`src/hdl/sir_pkg.sv`:
```
// constants and carrier types for the two-wire register slave.
// assumes a single 10 MHz clock and bus pins sampled synchronously.
//
// Behaviour
// - accept send, receive, read and write byte plus unlimited block read/write
// - serial-select input is ignored entirely in two-wire mode
// - no answer to bus traffic for 15 ms after reset
// - never hold the clock low; tolerate long host low phases
// - data falling while clock high marks a start
// - first byte is 7-bit address then direction, one means read
// - bytes are eight bits, most significant first, both ways
// - acknowledge own address and every register or data byte by pulling data low on ninth clock
// - data rising while clock high is a stop; slave returns to idle
// - with timeouts on, clock low for 30 ms resets the slave
// - both timeouts are off until the enable input is set
// - with timeouts on, both lines high over 200 us resets the slave
// - works at bus clocks from 10 kHz up to 400 kHz
// - block transfers carry no count; they run until the host stops
// - write byte: address, register, data, stop; data stored at register
// - read byte: register write, repeated start, read one byte, nack, stop
// - register byte then stop only loads the pointer
// - pointer-only write and address-less read do nothing in deepest sleep
// - read without register phase returns pointer byte, pointer not advanced
// - block write advances the pointer after each stored byte, wrapping
// - block read advances the pointer after each byte, sends while acked
// - bus address taken from the strap at start-up, five codes
package sir_pkg;

    // ==================================================
    // timing
    localparam int SIR_CLK_PERIOD_NS = 100;
    localparam int SIR_QUIET_TIME_MS = 15;
    localparam int SIR_LOW_TIMEOUT_MS = 30;
    localparam int SIR_IDLE_TIME_US = 200;
    localparam int SIR_QUIET_CYCLES = SIR_QUIET_TIME_MS * 1_000_000 / SIR_CLK_PERIOD_NS;
    localparam int SIR_LOW_CYCLES = SIR_LOW_TIMEOUT_MS * 1_000_000 / SIR_CLK_PERIOD_NS;
    localparam int SIR_IDLE_CYCLES = SIR_IDLE_TIME_US * 1_000 / SIR_CLK_PERIOD_NS;

    // ==================================================
    // addressing
    localparam logic [6:0] SIR_ADDR_BASE = 7'h28;
    localparam logic [2:0] SIR_STRAP_MAX = 3'h4;
    localparam logic [7:0] SIR_PTR_RESET = 8'h00;
    localparam logic [3:0] SIR_BYTE_BITS = 4'h8;

    // ==================================================
    // carriers
    typedef struct packed {
        logic start;
        logic stop;
        logic scl_rise;
        logic scl_fall;
        logic sda;
    } sir_bus_ev_t;

    typedef struct packed {
        logic en;
        logic [7:0] addr;
        logic [7:0] data;
    } sir_wr_t;

    typedef enum logic [3:0] {
        st_idle,
        st_addr,
        st_addr_ack,
        st_reg,
        st_reg_ack,
        st_wdata,
        st_wdata_ack,
        st_rdata,
        st_rack,
        st_ignore
    } sir_state_t;

endpackage

```
`src/hdl/sir_bus_cond.sv`:
```
// start, stop and clock edge detection on the two bus lines.
// assumes pin levels already synchronous to clk_i.
module sir_bus_cond
    import sir_pkg::*;
(
    input wire logic clk_i,
    input wire logic rst_i,
    input wire logic scl_i,
    input wire logic sda_i,
    output sir_bus_ev_t ev_o
);

    logic scl_reg;
    logic sda_reg;

    // ==================================================
    // previous levels, idle high
    always_ff @(posedge clk_i)
    begin
        if (rst_i)
        begin
            scl_reg <= 1'b1;
            sda_reg <= 1'b1;
        end
        else
        begin
            scl_reg <= scl_i;
            sda_reg <= sda_i;
        end
    end

    // ==================================================
    // conditions
    always_comb
    begin
        ev_o.start = scl_i & scl_reg & sda_reg & ~sda_i;
        ev_o.stop = scl_i & scl_reg & ~sda_reg & sda_i;
        ev_o.scl_rise = scl_i & ~scl_reg;
        ev_o.scl_fall = ~scl_i & scl_reg;
        ev_o.sda = sda_i;
    end

endmodule

```
`src/hdl/sir_timer.sv`:
```
// saturating run-length timer: expired_o is high once run_i has held
// for LIMIT consecutive cycles, and drops on the clock after run_i drops.
module sir_timer
    import sir_pkg::*;
#(
    parameter int LIMIT = 2000
)
(
    input wire logic clk_i,
    input wire logic rst_i,
    input wire logic run_i,
    output logic expired_o
);

    localparam int CW = $clog2(LIMIT + 1);

    logic [CW-1:0] cnt_reg;

    if (LIMIT < 1)
    begin : g_chk
        $error("sir_timer: LIMIT must be at least 1");
    end

    // ==================================================
    // counter
    always_ff @(posedge clk_i)
    begin
        if (rst_i || !run_i)
            cnt_reg <= '0;
        else if (cnt_reg != CW'(LIMIT))
            cnt_reg <= cnt_reg + CW'(1);
    end

    assign expired_o = (cnt_reg == CW'(LIMIT));

endmodule

```
`src/hdl/sir_slave.sv`:
```
// two-wire register slave: byte access to an 8-bit register space.
// the register space sits outside; it must give rd_data_i for rd_addr_o
// combinationally, and takes writes from the one-cycle wr_o strobe.
module sir_slave
    import sir_pkg::*;
#(
    parameter int QUIET_CYCLES = SIR_QUIET_CYCLES,
    parameter int LOW_CYCLES = SIR_LOW_CYCLES
)
(
    input wire logic clk_i,
    input wire logic rst_i,
    input wire logic two_wire_clock_pin_i,
    input wire logic sda_i,
    output logic sda_o,
    output logic sda_oe_o,
    input wire logic serial_select_i,
    input wire logic [2:0] address_strap_pin_i,
    input wire logic timeout_en_i,
    input wire logic deepest_sleep_flag_i,
    output logic [7:0] rd_addr_o,
    input wire logic [7:0] rd_data_i,
    output sir_wr_t wr_o
);

    if (QUIET_CYCLES < 1 || LOW_CYCLES < 1)
    begin : g_chk
        $error("sir_slave: timing counts must be at least 1");
    end

    sir_bus_ev_t ev;
    sir_state_t state_reg;
    logic [3:0] cnt_reg;
    logic [7:0] shift_reg;
    logic sda_oe_reg;
    logic [7:0] ptr_reg;
    logic [7:0] back_reg;
    logic ptr_only_reg;
    logic had_reg_reg;
    logic strap_done_reg;
    logic strap_ok_reg;
    logic [6:0] own_addr_reg;
    sir_wr_t wr_reg;
    logic quiet_done;
    logic low_exp;
    logic idle_exp;
    logic bus_reset;
    logic byte_end;
    logic addr_hit;
    logic take_start;

    // ==================================================
    // bus conditions and timers
    sir_bus_cond u_cond (
        .clk_i(clk_i),
        .rst_i(rst_i),
        .scl_i(two_wire_clock_pin_i),
        .sda_i(sda_i),
        .ev_o(ev)
    );

    sir_timer #(.LIMIT(QUIET_CYCLES)) u_quiet (
        .clk_i(clk_i),
        .rst_i(rst_i),
        .run_i(1'b1),
        .expired_o(quiet_done)
    );

    // timers only run with the enable set, so they are inert after reset
    sir_timer #(.LIMIT(LOW_CYCLES)) u_low (
        .clk_i(clk_i),
        .rst_i(rst_i),
        .run_i(timeout_en_i & ~two_wire_clock_pin_i),
        .expired_o(low_exp)
    );

    sir_timer #(.LIMIT(SIR_IDLE_CYCLES)) u_idle (
        .clk_i(clk_i),
        .rst_i(rst_i),
        .run_i(timeout_en_i & two_wire_clock_pin_i & sda_i),
        .expired_o(idle_exp)
    );

    // ==================================================
    // decode
    // serial_select_i is deliberately not read in this mode
    assign bus_reset = ev.stop | (timeout_en_i & (low_exp | idle_exp));
    assign byte_end = ev.scl_fall && (cnt_reg == SIR_BYTE_BITS);
    assign take_start = ev.start && quiet_done;
    assign addr_hit = strap_ok_reg && (shift_reg[7:1] == own_addr_reg)
        && !(shift_reg[0] && !had_reg_reg && deepest_sleep_flag_i);

    // ==================================================
    // strap capture, one clock after reset release
    always_ff @(posedge clk_i)
    begin
        if (rst_i)
        begin
            strap_done_reg <= 1'b0;
            strap_ok_reg <= 1'b0;
            own_addr_reg <= SIR_ADDR_BASE;
        end
        else if (!strap_done_reg)
        begin
            strap_done_reg <= 1'b1;
            strap_ok_reg <= (address_strap_pin_i <= SIR_STRAP_MAX);
            own_addr_reg <= SIR_ADDR_BASE + {4'h0, address_strap_pin_i};
        end
    end

    // ==================================================
    // protocol state, bit count and shifter
    always_ff @(posedge clk_i)
    begin
        if (rst_i || bus_reset)
        begin
            state_reg <= st_idle;
            cnt_reg <= '0;
            if (rst_i)
                shift_reg <= '0;
        end
        else if (take_start)
        begin
            state_reg <= st_addr;
            cnt_reg <= '0;
        end
        else
        begin
            case (state_reg)
                st_addr, st_reg, st_wdata:
                begin
                    if (ev.scl_rise)
                    begin
                        shift_reg <= {shift_reg[6:0], ev.sda};
                        cnt_reg <= cnt_reg + 4'h1;
                    end
                    if (byte_end)
                    begin
                        if (state_reg == st_addr)
                            state_reg <= addr_hit ? st_addr_ack : st_ignore;
                        else if (state_reg == st_reg)
                            state_reg <= st_reg_ack;
                        else
                            state_reg <= st_wdata_ack;
                    end
                end
                st_addr_ack:
                begin
                    if (ev.scl_fall)
                    begin
                        cnt_reg <= '0;
                        if (shift_reg[0])
                        begin
                            state_reg <= st_rdata;
                            shift_reg <= rd_data_i;
                        end
                        else
                            state_reg <= st_reg;
                    end
                end
                st_reg_ack, st_wdata_ack:
                begin
                    // data bytes repeat until the host stops
                    if (ev.scl_fall)
                    begin
                        state_reg <= st_wdata;
                        cnt_reg <= '0;
                    end
                end
                st_rdata:
                begin
                    if (ev.scl_rise)
                        cnt_reg <= cnt_reg + 4'h1;
                    if (ev.scl_fall && cnt_reg != 4'h0)
                    begin
                        if (cnt_reg == SIR_BYTE_BITS)
                        begin
                            state_reg <= st_rack;
                            cnt_reg <= '0;
                        end
                        else
                            shift_reg <= {shift_reg[6:0], 1'b0};
                    end
                end
                st_rack:
                begin
                    // count 1 marks a host acknowledge seen on this clock
                    if (ev.scl_rise)
                    begin
                        if (ev.sda)
                            state_reg <= st_ignore;
                        else
                            cnt_reg <= 4'h1;
                    end
                    if (ev.scl_fall && cnt_reg == 4'h1)
                    begin
                        state_reg <= st_rdata;
                        cnt_reg <= '0;
                        shift_reg <= rd_data_i;
                    end
                end
                st_idle, st_ignore:
                    state_reg <= state_reg;
                default:
                    state_reg <= st_idle;
            endcase
        end
    end

    // ==================================================
    // data line drive; changes on clock falls, and is released at start, stop or timeout. the clock line has
    // no driver at all, so the host alone sets its low time
    always_ff @(posedge clk_i)
    begin
        if (rst_i || bus_reset || take_start)
            sda_oe_reg <= 1'b0;
        else
        begin
            case (state_reg)
                st_addr:
                    if (byte_end && addr_hit)
                        sda_oe_reg <= 1'b1;
                st_reg, st_wdata:
                    if (byte_end)
                        sda_oe_reg <= 1'b1;
                st_addr_ack:
                    if (ev.scl_fall)
                        sda_oe_reg <= shift_reg[0] & ~rd_data_i[7];
                st_reg_ack, st_wdata_ack:
                    if (ev.scl_fall)
                        sda_oe_reg <= 1'b0;
                st_rdata:
                    if (ev.scl_fall && cnt_reg != 4'h0)
                        sda_oe_reg <= (cnt_reg == SIR_BYTE_BITS) ? 1'b0 : ~shift_reg[6];
                st_rack:
                    if (ev.scl_fall && cnt_reg == 4'h1)
                        sda_oe_reg <= ~rd_data_i[7];
                default:
                    sda_oe_reg <= 1'b0;
            endcase
        end
    end

    assign sda_o = 1'b0;
    assign sda_oe_o = sda_oe_reg;

    // ==================================================
    // register phase seen in this transaction
    always_ff @(posedge clk_i)
    begin
        if (rst_i || bus_reset)
            had_reg_reg <= 1'b0;
        else if (state_reg == st_reg && byte_end)
            had_reg_reg <= 1'b1;
    end

    // ==================================================
    // address pointer; a bare register byte is undone at stop in sleep
    always_ff @(posedge clk_i)
    begin
        if (rst_i)
        begin
            ptr_reg <= SIR_PTR_RESET;
            back_reg <= SIR_PTR_RESET;
            ptr_only_reg <= 1'b0;
        end
        else if (bus_reset)
        begin
            if (ptr_only_reg && deepest_sleep_flag_i)
                ptr_reg <= back_reg;
            ptr_only_reg <= 1'b0;
        end
        else if (take_start)
            ptr_only_reg <= 1'b0;
        else if (state_reg == st_reg && byte_end)
        begin
            back_reg <= ptr_reg;
            ptr_reg <= shift_reg;
            ptr_only_reg <= 1'b1;
        end
        else if (state_reg == st_wdata && byte_end)
        begin
            ptr_reg <= ptr_reg + 8'h01;
            ptr_only_reg <= 1'b0;
        end
        else if (state_reg == st_rack && ev.scl_rise && had_reg_reg)
            ptr_reg <= ptr_reg + 8'h01;
    end

    assign rd_addr_o = ptr_reg;

    // ==================================================
    // register write strobe
    always_ff @(posedge clk_i)
    begin
        if (rst_i)
            wr_reg <= '0;
        else
        begin
            wr_reg.en <= 1'b0;
            if (state_reg == st_wdata && byte_end)
            begin
                wr_reg.en <= 1'b1;
                wr_reg.addr <= ptr_reg;
                wr_reg.data <= shift_reg;
            end
        end
    end

    assign wr_o = wr_reg;
endmodule

```
`config.mk`:
```
export PLATFORM = sky130hd
export DESIGN_NAME = sir_slave
export DESIGN_NICKNAME = d
export VERILOG_FILES = /design/src/hdl/sir_pkg.sv /design/src/hdl/sir_bus_cond.sv /design/src/hdl/sir_timer.sv /design/src/hdl/sir_slave.sv
export SDC_FILE = /design/constraint.sdc
export NUM_CORES = 1
export LEC_CHECK = 0
export ABC_AREA = 1
export BUFFER_PORTS_ARGS = -buffer_cell sky130_fd_sc_hd__buf_4
export CAP_MARGIN = 20
export CELL_PAD_IN_SITES_DETAIL_PLACEMENT = 0
export CELL_PAD_IN_SITES_GLOBAL_PLACEMENT = 1
export CORE_UTILIZATION = 45
export CTS_BUF_LIST = sky130_fd_sc_hd__clkbuf_4
export CTS_CLUSTER_SIZE = 28
export DETAILED_ROUTE_END_ITERATION = 10
export PLACE_DENSITY = 0.86
export SLEW_MARGIN = 20
export SYNTH_ARGS = -nofsm -noshare
export SYNTH_HDL_FRONTEND = slang
export SYNTH_HIERARCHICAL = 1
export SYNTH_SLANG_ARGS = --single-unit
```
`constraint.sdc`:
```
create_clock -name clk_i -period 3.4 [get_ports clk_i]
set_clock_uncertainty 0.2 [all_clocks]
set_input_delay 0.34 -clock clk_i [delete_from_list [all_inputs] [get_ports clk_i]]
set_output_delay 0.34 -clock clk_i [all_outputs]
set_load 0.02 [all_outputs]
```
==> qor.csv <==
metric,value,unit
status,completed,
die_area,14000,um^2
setup_ws,0.628,ns
dp_slack,0.638,ns
grt_max_degree,37,
area_growth,13.0,%
fin_util,0.521,
multi_input_area,3370,um^2
via_per_inst,4.88,
cts_num_sinks,107,
ys_types,44,
powerDensity,306,nW/um^2
final_nets,987,
tightest_slew,0.572,ns
cp-endpoint,shift_reg[3]$_SDFFCE_PP0P_,
regArea,2220,um^2
gp_congestion,0.901,
grt_pass1_wl,24.9,mm
antenna_left,0,
fp.dieW,118,um
dpl.hpwl,10.8,mm
synth.area.top_cells,"dfxtp_1, nand2_1, nor2_1, inv_1, a21oi_1",
setup_violations,0,
drv_slew,0,
maxCapViolations,0,
cts_tree,built,
layout_commonest_cell,nand2_1,
routed_wl,14.5,mm
criticalPathCategory,register to register,
clock.fmax,361,MHz
h-tree-depth,3,
hold_ws,0.0598,ns
hold_violations,0,
min_period,2.77,ns
io_buffers,42,
synth_edf_count,8,
hold_start,rd_data_i[2],
period_share,0.815,
clk_path_buf_depth,2,
rows,42,
design.core.area,13200,um^2
ff2ff_path_depth,13,
holdPathStages,3,
reg2reg_to,shift_reg[3]$_SDFFCE_PP0P_,
drt_iter0_markers,320,
worstHoldPathType,input pin to register,
synth_nets,927,
final.setup.tns,0,ns
die_y,118,um
drive_gt1_frac,0.150,
path_max_fanout,8,
regToRegStartpoint,u_quiet/cnt_reg[0]$_SDFFE_PP0P_,
path_clk_slew,0.18,ns
postSynth.asyncResetShare,0,
synth_top_area_share,0.325,
insertion_delay,0.48,ns
start_kind,register,
crit_required,3.35,ns
largest_reg_flops,19,
synth_flop_cell,dfxtp_1,
grt_pass1_vias,5153,
end_kind,register,
postCtsSetupBuffers,0,
r2r_setup_slack,0.63,ns
syn_area,6100,um^2
start_util,0.461,
power_leakage,2.90,nW
numCtsBuffers,9,
ys_ff_latch,107,
startpoint,u_quiet/cnt_reg[0]$_SDFFE_PP0P_,
vias,5571,
avgSynthCellArea,6.79,um^2
post-synth-top-area-cell,dfxtp_1,
cts_root_buffer,clkbuf_4,
crit_arrival,2.72,ns
synth_cells,899,
slew_headroom,0.617,
ir_drop,186,uV
grt.overflow.total,0,
finalPower,0.00211,W
antenna_found_initial,1,
grt_use_total,0.220,
io_pins,45,
rsz0062_at_grt,no,
drc,0,
post_drt_wl_per_cell,12.7,um
final_cell_mix,"nand2_1, nor2_1, dfxtp_1",
final.fill_count,1401,
drtPass1Iterations,4,
yosysWarnings,6,
ys_seq_area_frac,0.364,
## report_power, final
group          leakage [nW]  switching (W)  total [W]  internal (W)
combinational          1.95      0.0000711   0.000122     0.0000505
sequential            0.882      0.0000155    0.00130       0.00129
clock                0.0740       0.000444   0.000685      0.000240
total                  2.90       0.000531    0.00211       0.00158
## layer usage
| metal | part of all wire | GRT usage | vias to the layer above |
|---|---|---|---|
| li1 | - | - | 3008 |
| met1 | 0.50 | 0.299 | 2469 |
| met2 | 0.46 | 0.355 | 82 |
| met3 | 0.029 | 0.0415 | 12 |
| met4 | 0.011 | 0.0617 | 0 |
| met5 | 0 | 0 | - |
## cells in the mapped netlist (3+ instances only)
| master | instances |
|---|---|
| a21oi_1 | 67 |
| buf_4 | 5 |
| clkbuf_1 | 5 |
| clkinv_1 | 3 |
| dfxtp_1 | 99 |
| edfxtp_1 | 8 |
| ha_1 | 10 |
| inv_1 | 93 |
| inv_2 | 11 |
| inv_4 | 3 |
| nand2_1 | 190 |
| nand2_2 | 23 |
| nand2_4 | 3 |
| nand3_1 | 63 |
| nand3_2 | 8 |
| nand4_1 | 14 |
| nor2_1 | 153 |
| nor2_2 | 8 |
| nor2_4 | 13 |
| nor2_8 | 3 |
| nor3_1 | 12 |
| o21ai_0 | 48 |
| o21ai_1 | 20 |
| xnor2_1 | 3 |
| xor2_1 | 9 |
## repair_timing
| item | in CTS | in global routing |
|---|---|---|
| gates resized for setup | 0 | 0 |
| hold buffers | 15 | 0 |
| endpoints found under the hold margin | 14 | 0 |
## through the flow
stage,instances,instance area [um^2]
final,1141,6890
after CTS,1140,6890
after detailed placement,1109,6600
after global routing,1141,6890
after floorplan,899,6100
after global placement,1109,6600
## layout make-up
| cell class | instances | area share |
|---|---|---|
| Tap cell | 176 | 0.0319 |
| Sequential cell | 107 | 0.322 |
| Timing Repair Buffer | 63 | 0.0740 |
| Clock inverter | 6 | 0.0103 |
| Antenna cell | 1 | 0.000363 |
| Multi-Input combinational cell | 668 | 0.489 |
| Inverter | 110 | 0.0610 |
| Clock buffer | 10 | 0.0109 |
## kinds of logic (layout without fill, tap and decap cells)
kind of cell             after synthesis  after routing  share of synthesized area
AO/OA/AOI/OAI                        143            143                      0.123
XOR/XNOR                              12             12                     0.0172
adder cells (fa/ha/maj)               10             10                     0.0205
buffers and inverters                124            189                     0.0834
flip-flops                           107            107                      0.364
other                                  2              3                    0.00123
AND/OR/NAND/NOR                      501            501                      0.391
## worst min-delay path by stage
stage,end,slack (ns)
finish,shift_reg[2]$_SDFFCE_PP0P_,0.06
global route,shift_reg[2]$_SDFFCE_PP0P_,0.02
CTS,strap_ok_reg$_SDFFE_PP0N_,0.01
detailed placement,u_low/cnt_reg[18]$_SDFFE_PP0P_,0.26
global placement,u_idle/cnt_reg[10]$_SDFFE_PP0P_,0.25
floorplan,own_addr_reg[2]$_SDFFE_PP0N_,0.21
## critical path, cell delays in order (launching register included)
cell and delay, ns:
dfxtp_1 0.40, inv_1 0.08, ha_1 0.21, nand2_1 0.09
nor2_1 0.05, nand3_1 0.06, nor2_1 0.09, nand2_1 0.24
inv_1 0.11, nor2_2 0.21, nand3_1 0.10, nand2_1 0.07
nand2_1 0.07, nor2_1 0.45
No activity file was read; power rests on OpenSTA's default activity.
